File: src/pic_host_pkg.sv
// Shared constants and types for the interrupt controller host front end.
// Assumes a single 100 MHz clock and pins already synchronous to it.
package pic_host_pkg;

  // ***************************************************************
  // Timing
  // ***************************************************************
  localparam int CLK_PERIOD_NS = 10;
  localparam int T_WR_NS       = 190;
  localparam int T_RD_NS       = 160;
  localparam int T_ACK_NS      = 160;
  localparam int T_GAP_NS      = 160;
  localparam int T_SEQ_GAP_NS  = 400;

  // Least times round up to whole cycles.
  localparam int WR_CYC      = (T_WR_NS + CLK_PERIOD_NS - 1) / CLK_PERIOD_NS;
  localparam int RD_CYC      = (T_RD_NS + CLK_PERIOD_NS - 1) / CLK_PERIOD_NS;
  localparam int ACK_CYC     = (T_ACK_NS + CLK_PERIOD_NS - 1) / CLK_PERIOD_NS;
  localparam int GAP_CYC     = (T_GAP_NS + CLK_PERIOD_NS - 1) / CLK_PERIOD_NS;
  localparam int SEQ_GAP_CYC =
    (T_SEQ_GAP_NS + CLK_PERIOD_NS - 1) / CLK_PERIOD_NS;

  localparam int CNT_W = 6;
  localparam logic [CNT_W-1:0] WR_CNT      = CNT_W'(WR_CYC);
  localparam logic [CNT_W-1:0] RD_CNT      = CNT_W'(RD_CYC);
  localparam logic [CNT_W-1:0] ACK_CNT     = CNT_W'(ACK_CYC);
  localparam logic [CNT_W-1:0] GAP_CNT     = CNT_W'(GAP_CYC);
  localparam logic [CNT_W-1:0] SEQ_GAP_CNT = CNT_W'(SEQ_GAP_CYC);
  localparam logic [CNT_W-1:0] ONE_CNT     = 6'h01;

  // ***************************************************************
  // Register map of the host port
  // ***************************************************************
  localparam logic [7:0] ADDR_CFG    = 8'h00;
  localparam logic [7:0] ADDR_WDATA  = 8'h04;
  localparam logic [7:0] ADDR_CMD    = 8'h08;
  localparam logic [7:0] ADDR_STATUS = 8'h0c;
  localparam logic [7:0] ADDR_RDATA  = 8'h10;
  localparam logic [7:0] ADDR_VEC    = 8'h14;

  localparam int CFG_MODE16_BIT   = 0;
  localparam int CFG_AUTO_ACK_BIT = 1;
  localparam int CFG_MASTER_BIT   = 2;
  localparam int CFG_BUFFERED_BIT = 3;
  localparam int CFG_W            = 4;
  localparam logic [CFG_W-1:0] CFG_RST = 4'h0;

  localparam int WDATA_SEL_BIT = 8;
  localparam logic [8:0] WDATA_RST = 9'h000;

  localparam int CMD_WRITE_BIT = 0;
  localparam int CMD_READ_BIT  = 1;
  localparam int CMD_ACK_BIT   = 2;

  localparam logic [1:0] ACK_LAST_8BIT  = 2'h2;
  localparam logic [1:0] ACK_LAST_16BIT = 2'h1;
  localparam logic [7:0] BYTE_RST       = 8'h00;

  // ***************************************************************
  // Types
  // ***************************************************************
  typedef enum logic [2:0] {
    PH_IDLE, PH_SETUP, PH_PULSE, PH_HOLD, PH_GAP
  } pic_phase_t;

  typedef enum logic [1:0] {
    OP_WRITE, OP_READ, OP_ACK
  } pic_op_t;

endpackage : pic_host_pkg

File: src/pic_timer.sv
// Down counter that times strobe widths and recovery gaps.
// Assumes the loader holds its phase until o_done is seen.
`timescale 1ns/10ps
module pic_timer (
  input  wire logic                           i_ref_clk,
  input  wire logic                           i_rst,
  input  wire logic                           i_load,
  input  wire logic [pic_host_pkg::CNT_W-1:0] i_count,
  output logic                                o_done
);

  logic [pic_host_pkg::CNT_W-1:0] cnt_q;
  logic [pic_host_pkg::CNT_W-1:0] cnt_d;

  // A load of N makes o_done rise in the Nth cycle after the load.
  always_comb begin
    cnt_d = cnt_q;
    if (i_load) begin
      cnt_d = i_count - pic_host_pkg::ONE_CNT;
    end else if (cnt_q != '0) begin
      cnt_d = cnt_q - pic_host_pkg::ONE_CNT;
    end
  end

  // Counter register.
  always_ff @(posedge i_ref_clk or posedge i_rst) begin
    if (i_rst) begin
      cnt_q <= '0;
    end else begin
      cnt_q <= cnt_d;
    end
  end

  assign o_done = (cnt_q == '0);

endmodule : pic_timer

File: src/pic_host.sv
// Host controller that drives an eight-level priority interrupt
// controller through its pins: select, strobes, command select, data
// bus, acknowledge. Software orders cycles through a small register port.
// Assumes all pin inputs are synchronous to i_ref_clk.
//
// Our own choices: strobed register access and the register addresses.
`timescale 1ns/10ps

module pic_host (
  input  wire logic        i_ref_clk,
  input  wire logic        i_rst,
  input  wire logic [7:0]  i_addr,
  input  wire logic [31:0] i_wdata,
  input  wire logic        i_wr_stb,
  input  wire logic        i_rd_stb,
  output logic      [31:0] o_rdata,
  output logic             o_cs_n,
  output logic             o_wr_n,
  output logic             o_rd_n,
  output logic             o_command_select,
  output logic             o_irq_ack_n,
  output logic      [7:0]  o_data_out,
  output logic             o_data_oe,
  input  wire logic [7:0]  i_data_in,
  input  wire logic        i_int,
  input  wire logic [2:0]  i_chain_id_bus,
  output logic             o_master_sel_or_buf_en,
  output logic             o_master_sel_or_buf_en_oe,
  input  wire logic        i_master_sel_or_buf_en
);

  // ***************************************************************
  // Register port
  // ***************************************************************
  logic [pic_host_pkg::CFG_W-1:0] cfg_q;
  logic [pic_host_pkg::CFG_W-1:0] cfg_d;
  logic [8:0]                     wdata_q;
  logic [8:0]                     wdata_d;
  logic [7:0]                     rbyte_q;
  logic [7:0]                     rbyte_d;
  logic [7:0]                     vec_q [3];
  logic [7:0]                     vec_d [3];
  logic [31:0]                    rdata_d;
  logic [31:0]                    rdata_q;
  logic                           cmd_wr;
  logic                           busy;
  logic                           mode16;
  logic                           auto_ack;

  assign cmd_wr   = i_wr_stb && (i_addr == pic_host_pkg::ADDR_CMD);
  assign mode16   = cfg_q[pic_host_pkg::CFG_MODE16_BIT];
  assign auto_ack = cfg_q[pic_host_pkg::CFG_AUTO_ACK_BIT];

  // ***************************************************************
  // Cycle sequencer
  // ***************************************************************
  pic_host_pkg::pic_phase_t       phase_q;
  pic_host_pkg::pic_phase_t       phase_d;
  pic_host_pkg::pic_op_t          op_q;
  pic_host_pkg::pic_op_t          op_d;
  logic [1:0]                     idx_q;
  logic [1:0]                     idx_d;
  logic [1:0]                     ack_last;
  logic                           t_load;
  logic [pic_host_pkg::CNT_W-1:0] t_count;
  logic                           t_done;

  assign busy     = (phase_q != pic_host_pkg::PH_IDLE);
  // The wide processor takes two pulses, the byte processor three.
  assign ack_last = mode16 ? pic_host_pkg::ACK_LAST_16BIT
                           : pic_host_pkg::ACK_LAST_8BIT;

  pic_timer u_timer (
    .i_ref_clk (i_ref_clk),
    .i_rst     (i_rst),
    .i_load    (t_load),
    .i_count   (t_count),
    .o_done    (t_done)
  );

  // Phase walk: idle, select setup, strobe low, select hold, recovery.
  // Acknowledge skips setup and hold since it never uses chip select.
  always_comb begin
    phase_d = phase_q;
    op_d    = op_q;
    idx_d   = idx_q;
    t_load  = 1'b0;
    t_count = pic_host_pkg::GAP_CNT;
    rbyte_d = rbyte_q;
    vec_d   = vec_q;
    case (phase_q)
      pic_host_pkg::PH_IDLE: begin
        if (auto_ack && i_int) begin
          // Interrupt level is trusted to stand until this pulse.
          op_d    = pic_host_pkg::OP_ACK;
          idx_d   = 2'h0;
          phase_d = pic_host_pkg::PH_PULSE;
          t_load  = 1'b1;
          t_count = pic_host_pkg::ACK_CNT;
        end else if (cmd_wr && i_wdata[pic_host_pkg::CMD_WRITE_BIT]) begin
          op_d    = pic_host_pkg::OP_WRITE;
          phase_d = pic_host_pkg::PH_SETUP;
        end else if (cmd_wr && i_wdata[pic_host_pkg::CMD_READ_BIT]) begin
          op_d    = pic_host_pkg::OP_READ;
          phase_d = pic_host_pkg::PH_SETUP;
        end else if (cmd_wr && i_wdata[pic_host_pkg::CMD_ACK_BIT]) begin
          op_d    = pic_host_pkg::OP_ACK;
          idx_d   = 2'h0;
          phase_d = pic_host_pkg::PH_PULSE;
          t_load  = 1'b1;
          t_count = pic_host_pkg::ACK_CNT;
        end
      end
      pic_host_pkg::PH_SETUP: begin
        phase_d = pic_host_pkg::PH_PULSE;
        t_load  = 1'b1;
        t_count = (op_q == pic_host_pkg::OP_WRITE) ? pic_host_pkg::WR_CNT
                                                   : pic_host_pkg::RD_CNT;
      end
      pic_host_pkg::PH_PULSE: begin
        if (t_done) begin
          // Sample in the last low cycle, well after data valid time.
          if (op_q == pic_host_pkg::OP_READ) begin
            rbyte_d = i_data_in;
          end
          if (op_q == pic_host_pkg::OP_ACK) begin
            // In wide mode the first pulse finds the bus idle.
            if (!(mode16 && idx_q == 2'h0)) begin
              vec_d[idx_q] = i_data_in;
            end
            phase_d = pic_host_pkg::PH_GAP;
            t_load  = 1'b1;
            t_count = (idx_q == ack_last) ? pic_host_pkg::SEQ_GAP_CNT
                                          : pic_host_pkg::GAP_CNT;
          end else begin
            phase_d = pic_host_pkg::PH_HOLD;
          end
        end
      end
      pic_host_pkg::PH_HOLD: begin
        phase_d = pic_host_pkg::PH_GAP;
        t_load  = 1'b1;
        t_count = pic_host_pkg::SEQ_GAP_CNT;
      end
      pic_host_pkg::PH_GAP: begin
        if (t_done) begin
          if (op_q == pic_host_pkg::OP_ACK && idx_q != ack_last) begin
            idx_d   = idx_q + 2'h1;
            phase_d = pic_host_pkg::PH_PULSE;
            t_load  = 1'b1;
            t_count = pic_host_pkg::ACK_CNT;
          end else begin
            phase_d = pic_host_pkg::PH_IDLE;
          end
        end
      end
      default: begin
        phase_d = pic_host_pkg::PH_IDLE;
      end
    endcase
  end

  // ***************************************************************
  // Pin drive
  // ***************************************************************
  logic       cs_n_d;
  logic       wr_n_d;
  logic       rd_n_d;
  logic       ack_n_d;
  logic       oe_d;
  logic       cs_n_q;
  logic       wr_n_q;
  logic       rd_n_q;
  logic       ack_n_q;
  logic       oe_q;
  logic       sel_q;
  logic [7:0] dout_q;
  logic       in_cycle;

  // Pins are registered from the next phase so strobes never glitch.
  always_comb begin
    in_cycle = (phase_d == pic_host_pkg::PH_SETUP) ||
               (phase_d == pic_host_pkg::PH_PULSE) ||
               (phase_d == pic_host_pkg::PH_HOLD);
    cs_n_d  = !(in_cycle && op_d != pic_host_pkg::OP_ACK);
    wr_n_d  = !(phase_d == pic_host_pkg::PH_PULSE &&
                op_d == pic_host_pkg::OP_WRITE);
    rd_n_d  = !(phase_d == pic_host_pkg::PH_PULSE &&
                op_d == pic_host_pkg::OP_READ);
    ack_n_d = !(phase_d == pic_host_pkg::PH_PULSE &&
                op_d == pic_host_pkg::OP_ACK);
    // Only a write drives the shared bus; reads and vectors float it.
    oe_d    = in_cycle && op_d == pic_host_pkg::OP_WRITE;
  end

  // Pin registers. Command select and data are frozen for a cycle.
  always_ff @(posedge i_ref_clk or posedge i_rst) begin
    if (i_rst) begin
      cs_n_q  <= 1'b1;
      wr_n_q  <= 1'b1;
      rd_n_q  <= 1'b1;
      ack_n_q <= 1'b1;
      oe_q    <= 1'b0;
      sel_q   <= 1'b0;
      dout_q  <= pic_host_pkg::BYTE_RST;
    end else begin
      cs_n_q  <= cs_n_d;
      wr_n_q  <= wr_n_d;
      rd_n_q  <= rd_n_d;
      ack_n_q <= ack_n_d;
      oe_q    <= oe_d;
      if (phase_q == pic_host_pkg::PH_IDLE) begin
        sel_q  <= wdata_q[pic_host_pkg::WDATA_SEL_BIT];
        dout_q <= wdata_q[7:0];
      end
    end
  end

  assign o_cs_n           = cs_n_q;
  assign o_wr_n           = wr_n_q;
  assign o_rd_n           = rd_n_q;
  assign o_irq_ack_n      = ack_n_q;
  assign o_data_oe        = oe_q;
  assign o_data_out       = dout_q;
  assign o_command_select = sel_q;
  // Tie of the mode pin; released in buffered mode, where it is driven.
  assign o_master_sel_or_buf_en    = cfg_q[pic_host_pkg::CFG_MASTER_BIT];
  assign o_master_sel_or_buf_en_oe =
    !cfg_q[pic_host_pkg::CFG_BUFFERED_BIT];

  // ***************************************************************
  // Register writes and read decode
  // ***************************************************************
  // Data and select writes are dropped while a cycle runs, so pins never move.
  always_comb begin
    cfg_d   = cfg_q;
    wdata_d = wdata_q;
    rdata_d = 32'h0000_0000;
    if (i_wr_stb && i_addr == pic_host_pkg::ADDR_CFG) begin
      cfg_d = i_wdata[pic_host_pkg::CFG_W-1:0];
    end else if (i_wr_stb && i_addr == pic_host_pkg::ADDR_WDATA &&
                 !busy) begin
      wdata_d = i_wdata[8:0];
    end
    if (i_rd_stb) begin
      if (i_addr == pic_host_pkg::ADDR_CFG) begin
        rdata_d = {28'h000_0000, cfg_q};
      end else if (i_addr == pic_host_pkg::ADDR_WDATA) begin
        rdata_d = {23'h00_0000, wdata_q};
      end else if (i_addr == pic_host_pkg::ADDR_STATUS) begin
        // Chain id lines are only watched; the device drives them.
        rdata_d = {26'h000_0000, i_chain_id_bus,
                   i_master_sel_or_buf_en, i_int, busy};
      end else if (i_addr == pic_host_pkg::ADDR_RDATA) begin
        rdata_d = {24'h00_0000, rbyte_q};
      end else if (i_addr == pic_host_pkg::ADDR_VEC) begin
        rdata_d = {8'h00, vec_q[2], vec_q[1], vec_q[0]};
      end
    end
  end

  // State and register flops.
  always_ff @(posedge i_ref_clk or posedge i_rst) begin
    if (i_rst) begin
      phase_q <= pic_host_pkg::PH_IDLE;
      op_q    <= pic_host_pkg::OP_WRITE;
      idx_q   <= 2'h0;
      cfg_q   <= pic_host_pkg::CFG_RST;
      wdata_q <= pic_host_pkg::WDATA_RST;
      rbyte_q <= pic_host_pkg::BYTE_RST;
      vec_q   <= '{default: pic_host_pkg::BYTE_RST};
      rdata_q <= 32'h0000_0000;
    end else begin
      phase_q <= phase_d;
      op_q    <= op_d;
      idx_q   <= idx_d;
      cfg_q   <= cfg_d;
      wdata_q <= wdata_d;
      rbyte_q <= rbyte_d;
      vec_q   <= vec_d;
      rdata_q <= rdata_d;
    end
  end

  assign o_rdata = rdata_q;

  // ***************************************************************
  // Checks
  // ***************************************************************
  localparam int WR_LAST  = pic_host_pkg::WR_CYC - 1;
  localparam int ACK_LAST = pic_host_pkg::ACK_CYC - 1;
endmodule : pic_host

File: config.mk
export PLATFORM = sky130hd
export DESIGN_NAME = pic_host
export DESIGN_NICKNAME = d
export VERILOG_FILES = /design/src/pic_host_pkg.sv /design/src/pic_timer.sv /design/src/pic_host.sv
export SDC_FILE = /design/constraint.sdc
export NUM_CORES = 1
export LEC_CHECK = 0
export CORE_ASPECT_RATIO = 1.4
export CORE_MARGIN = 1.5
export CORE_UTILIZATION = 50
export CTS_BUF_LIST = sky130_fd_sc_hd__clkbuf_16
export DETAILED_ROUTE_END_ITERATION = 8
export DONT_BUFFER_PORTS = 1
export GPL_TIMING_DRIVEN = 0
export PLACE_DENSITY = 0.68
export SYNTH_ARGS = -nofsm -noshare
export SYNTH_HDL_FRONTEND = slang
export SYNTH_SLANG_ARGS = --single-unit
export TNS_END_PERCENT = 30
File: constraint.sdc
create_clock -name i_ref_clk -period 5.51 [get_ports i_ref_clk]
set_input_delay 0 -clock i_ref_clk [delete_from_list [all_inputs] [get_ports i_ref_clk]]
set_output_delay 0 -clock i_ref_clk [all_outputs]
set_load 0.01 [all_outputs]
Word level (Yosys, flattened, before mapping). Index checks and enable logic that the tools add are counted.

Muxes and demuxes: 47. Multipliers: 0. Divide/modulo/power cells: 0. Equality and inequality tests: 24. Bitwise operators: 3. Order comparisons: 2. Add/subtract/negate cells: 3. Shift operators: 0. Reductions and logical operators: 39.

Operators with widths (count): $mux 24 (6); $mux 6 (5); $mux 2 (14); $bwmux 24 (1); $mux 3 (7); $pmux 6 s3 (1); $demux 8 s2 (1); $eq 8x4->1 const B (2); $eq 8x5->1 const B (2); $logic_and 1x1->1 (16); $pmux 3 s5 (1); $eq 3x2->1 const B (4); $sub 6x1->6 const B (2); $ne 3x3->1 const B (3); $eq 8x3->1 const B (1); $logic_not 8->1 (1); $mux 1 (8); $mux 8 (1); $eq 3x1->1 const B (2); $logic_not 1->1 (6); $logic_not 2->1 (3); $logic_not 6->1 (1); $ne 2x2->1 const B (3); $reduce_and 6->1 (1); other kinds (21) (26).

RAM bits: 0. Input port bits: 57. Output and inout port bits: 48. Bits in latches: 0. Memories kept: 0. Bits in read-only memories: 0. Logic and storage cells: 136. Flip-flop bits (word level): 104.

Longest topological paths before layout.
Word-level depth: 13. Depth in mapped cells: 11. Mapped depth without buffers: 10.

Hierarchy. From an unflattened synthesis, not the netlist that was laid out.

Cells, all modules: 367. Area, all modules: 4365.4 um2.

Modules (own cells, without submodules): pic_host (seq. area each 2257.2 um2, times used 1, area an instance 3937.5 um2, cells an instance 327); pic_timer (seq. area each 150.1 um2, times used 1, area an instance 427.9 um2, cells an instance 40).

Worst setup path before layout. No wires, ideal clock.

Path type: reg-to-reg. Start point: reg idx_q[0]. End point: reg u_timer.cnt_q[4] (netlist name). Data required time: 5383 ps. Clock period less this slack: 2357 ps. Slack: 3153 ps. Arrival time: 2230 ps. Cell stages (with the launch flop): 10. Path through: dfrtp_1 > or3b_1 > nand4_1 > nor2_1 > nor3b_1 > a21oi_1 > ha_1 > nand3_1 > a21oi_1 > mux2_1.

Longest elaborated chain between the ends: 7.

RTL lines: start, declared (RTL line pic_host.sv:61) `logic [1:0] idx_q;`; start signal, assigned (RTL line pic_host.sv:276) `idx_q <= idx_d;`; $eq 2x2->1 (RTL line pic_host.sv:133) `t_count = (idx_q == ack_last) ? pic_host_pkg::SEQ_GAP_CNT`; $mux 6 (RTL line pic_host.sv:133); $mux 6 (RTL line pic_host.sv:126) `if (op_q == pic_host_pkg::OP_ACK) begin`; $mux 6 (RTL line pic_host.sv:121) `if (t_done) begin`; $pmux 6 s3 (RTL line pic_host.sv:91) `case (phase_q)`; $sub 6x1->6 (RTL line pic_timer.sv:19) `cnt_d = i_count - pic_host_pkg::ONE_CNT;`; $mux 6 (RTL line pic_timer.sv:18) `if (i_load) begin`; end signal, assigned (RTL line pic_timer.sv:30) `cnt_q <= cnt_d;`; end, declared (RTL line pic_timer.sv:12) `logic [pic_host_pkg::CNT_W-1:0] cnt_q;`.

Several ways; a longest one is shown, not always the timed one. A chain may end at the register's enable or synchronous reset.

Worst setup path in the final report. Same ends and word-level chain as after synthesis.

==> run summary <==
=================================================================================
Multi-input logic area                                                  1850 um^2
Total power divided by cell area                                      338 nW/um^2
Maximum number of pins on one net before global-route repair                   77
Synthesized instance count                                                    392
Synth Area in Compound Gates                                                8.78%
Die Footprint                                                           9410 um^2
Dominant combinational cell family by area after synthesis           simple AND/OR/NAND/NOR gates
Starting Density                                                            51.6%
Antenna diode instance count                                                    0
Top-level port count                                                          105
WL/cell                                                                   17.2 um
Number of pins exceeding their max-slew limit in the final report               0
Sum of negative setup slack                                                  0 ps
Routed met2 length                                                        4830 um
Transition time of the tightest slew-check pin                             897 ps
DRC marker count from the first detailed-route iteration                      235
Final setup violation count                                                     0
Crit. Startpoint                                                         idx_q[0]
RR Startpoint                                                            idx_q[0]
Area added between synthesis and finish                                     16.9%
Wire length of the first global-routing pass                            15,600 um
Fillers                                                                       689
Length of routed wiring on met1                                           3980 um
Number of buffers created by CTS                                                9
Count of H-tree levels built during CTS                                         3
Final #Nets                                                                   496
# resized after CTS                                                             0
Relative contribution of the clock network to total power                   37.9%
Bufs on Longest Clock Path                                                      2
Detailed-route via count                                                    3,065
Required time at the endpoint of the critical path                        5730 ps
Floorplan Core Area                                                     8560 um^2
Highest metal used                                                           met4
Internal power consumption                                                1.27 mW
Max FO, Critical Path                                                           6
Clock slew seen by the registers of the worst setup and hold paths          70 ps
Placed instance count                                                         505
Width of the die                                                          82.4 um
DRC violation count after routing                                               0
Prevailing post-synth register cell                                  sky130_fd_sc_hd__dfrtp_1
Synth Area in Adders                                                        1.13%
Peak clock frequency supported by timing                                0.376 GHz
Avg Vias per Cell                                                            5.62
Area used by sequential logic in the layout                             2410 um^2
Final Hold Violating Endpoints                                                  0
Routability-driven placement congestion ratio                               0.792
Static leakage                                                            2.42 nW
Number of global-route vias before repair                                   3,146
Unrepaired setup endpoints after global routing                             false
Portion of the post-synthesis area used by sequential elements              54.5%
Total overflow reported by the global router                                    0
Worst min-delay path category                                              in2reg
GR Util All Layers                                                          22.0%
Critical path type                                                        reg2reg
Met3 Routed Length                                                         420 um
Rows                                                                           40
Number of buffers inserted by port buffering                                    0
Combinational share of power                                                15.8%
Fin Clk Skew                                                              4.82 ps
Max Cap Violations                                                              0
IR drop worst, VDD                                                     0.000281 V
Minimum period implied by the final worst setup slack                     2660 ps
Total detailed-routing wirelength                                         9400 um
Portion of netlist area occupied by mux cells                               13.2%
Post-synthesis register bit count                                              96
Worst slew margin                                                           39.4%
HPWL after DPL                                                            6700 um
Number of different library cells in the post-synthesis netlist                61
Number of clock sinks seen by CTS                                              96
Antenna violation net count after detailed routing                              0
Result of the run                                                    finished, final reports clean
Number of antenna violations at the first check in global routing               0
Total of warnings raised by yosys                                               0
Data arrival time of the critical path                                    2880 ps
Share of total power consumed by net switching                              27.0%
Die height                                                                 114 um
Share of cells above drive strength 1                                       12.3%
Count of flip-flops with a built-in enable after synthesis                      0
Post-synthesis area per instance                                        11.3 um^2
Net switching power                                                      0.471 mW
Kind of end point of the critical path                                   register
Netlist area before placement                                           4420 um^2
Root buffer cell                                                     sky130_fd_sc_hd__clkbuf_16
Share of the synthesized netlist area taken by xor and xnor gates              0%
Worst Min Path Start                                                     i_wr_stb
Clock tree from TritonCTS                                                    done
Kind of start point of the critical path                                 register
Share of flip-flops with an asynchronous set or reset                        100%
Filler-free cell count of the finished design                                 545
Period Utilization, post-route                                              48.3%
Clock latency of the later-clocked register in the worst-skew pair         340 ps
Synthesized-area fraction occupied by and/or/nand/nor cells                 18.1%
Part of the power in registers                                              46.3%
Number of detailed-route iterations in the first pass                           6
=================================================================================
registers in the layout, indices dropped and copies added (netlist names), 3 cells and up:
register       count
cfg_q              4
phase_q            3
vec_q             24
o_data_out         8
wdata_q            9
rbyte_q            8
o_rdata           24
u_timer.cnt_q      6
cell usage in the layout (no fill, tap or decap), types with 3 or more instances in the layout:
cell type	instances
sky130_fd_sc_hd__a211oi_1	4
sky130_fd_sc_hd__a21oi_1	13
sky130_fd_sc_hd__a22o_1	3
sky130_fd_sc_hd__a22oi_1	4
sky130_fd_sc_hd__and2_1	16
sky130_fd_sc_hd__buf_4	8
sky130_fd_sc_hd__clkbuf_1	11
sky130_fd_sc_hd__clkbuf_16	9
sky130_fd_sc_hd__conb_1	8
sky130_fd_sc_hd__dfrtp_1	92
sky130_fd_sc_hd__dfstp_2	4
sky130_fd_sc_hd__dlygate4sd3_1	24
sky130_fd_sc_hd__ha_1	4
sky130_fd_sc_hd__inv_1	14
sky130_fd_sc_hd__mux2_1	32
sky130_fd_sc_hd__mux2_2	6
sky130_fd_sc_hd__mux2_4	9
sky130_fd_sc_hd__nand2_1	46
sky130_fd_sc_hd__nand2b_1	5
sky130_fd_sc_hd__nand3_1	7
sky130_fd_sc_hd__nor2_1	19
sky130_fd_sc_hd__nor2b_1	8
sky130_fd_sc_hd__nor3_1	9
sky130_fd_sc_hd__nor3b_1	4
sky130_fd_sc_hd__nor4_1	3
sky130_fd_sc_hd__o211ai_1	3
sky130_fd_sc_hd__o21ai_0	9
sky130_fd_sc_hd__o21ai_1	6
sky130_fd_sc_hd__o22ai_1	6
sky130_fd_sc_hd__or3_1	4
sky130_fd_sc_hd__or3b_1	3
kinds of logic after synthesis:
group | count (synthesis)
multiplexers | 49
adder cells (fa/ha/maj) | 4
other | 1
flip-flops | 96
AND/OR/NAND/NOR | 145
buffers and inverters | 38
AO/OA/AOI/OAI | 59
area by class of cell:
class | count | area share (%)
clock buffer | 9 | 4.36
buffer | 23 | 2.45
tap | 105 | 2.55
timing repair buffer | 25 | 5.19
clock inverter | 7 | 1.79
multi-input combinational | 265 | 35.9
inverter | 15 | 1.14
sequential | 96 | 46.6
synthesized netlist by cell type (6+ instances only):
cell type / n / share of area (%)
sky130_fd_sc_hd__dfrtp_1: 92 / 52
sky130_fd_sc_hd__nand2_1: 46 / 3.9
sky130_fd_sc_hd__mux2_1: 32 / 8.2
sky130_fd_sc_hd__nor2_1: 19 / 1.6
sky130_fd_sc_hd__and2_1: 16 / 2.3
sky130_fd_sc_hd__inv_1: 14 / 1.2
sky130_fd_sc_hd__a21oi_1: 13 / 1.5
sky130_fd_sc_hd__clkbuf_1: 11 / 0.94
sky130_fd_sc_hd__mux2_4: 9 / 3.1
sky130_fd_sc_hd__nor3_1: 9 / 1.0
sky130_fd_sc_hd__o21ai_0: 9 / 1.0
sky130_fd_sc_hd__buf_4: 8 / 1.4
sky130_fd_sc_hd__nor2b_1: 8 / 1.1
sky130_fd_sc_hd__nand3_1: 7 / 0.79
sky130_fd_sc_hd__mux2_2: 6 / 1.5
sky130_fd_sc_hd__o21ai_1: 6 / 0.68
sky130_fd_sc_hd__o22ai_1: 6 / 0.85
worst paths after layout:
path	depth (start not counted)	slack, ps	endpoint
worst max register to register	9	2850	u_timer.cnt_q[4]
max in group asynchronous	3	4790	cfg_q[0]
worst max-delay path	9	2850	u_timer.cnt_q[4]
min in group asynchronous	2	90	o_rdata[2]
worst min register to register	1	470	o_rdata[9]
worst min-delay path	2	10	cfg_q[2]
worst max-delay path, cell delays in order (launching register included):
cell and delay (ps):
sky130_fd_sc_hd__dfrtp_1 440, sky130_fd_sc_hd__or3b_1 440, sky130_fd_sc_hd__nand4_1 130, sky130_fd_sc_hd__nor2_1 70
sky130_fd_sc_hd__nor3b_1 580, sky130_fd_sc_hd__a21oi_1 150, sky130_fd_sc_hd__ha_1 290, sky130_fd_sc_hd__nand3_1 80
sky130_fd_sc_hd__a21oi_1 60, sky130_fd_sc_hd__mux2_1 290
per-layer routing:
layer	global-route usage, %	up-vias
met5	0	-
met4	8.47	0
met3	5.02	11
met2	36.0	89
met1	27.9	1510
li1	-	1455
metrics by stage:
step	hold slack (ps)	instance area (um^2)	setup slack (ps)	utilization, %	power [mW]
global route	0.193	5160	2560	60.3	1.83
finish	10.5	5160	2850	60.3	1.74
floorplan	122	4440	3010	-	1.01
detailed placement	-151	4600	2820	53.8	1.08
global placement	126	4570	2090	53.4	1.07
CTS	2.53	5160	2800	60.3	1.76
power by group through the flow:
stage | Combinational, mW | Sequential (mW) | Clock (mW)
2_1_floorplan | 0.207 | 0.808 | 0
3_3_place_gp | 0.250 | 0.819 | 0
3_5_place_dp | 0.261 | 0.819 | 0
4_1_cts | 0.279 | 0.808 | 0.672
5_1_grt | 0.312 | 0.816 | 0.702
6_report | 0.275 | 0.807 | 0.661
repair_timing:
item                                    4_1_cts  5_1_grt
endpoints found under the hold margin       152        0
setup buffers                                 0        0
hold buffers                                 24        0
endpoints found under the setup margin        0        0
Note: power is estimated with default switching activity, not from simulation.
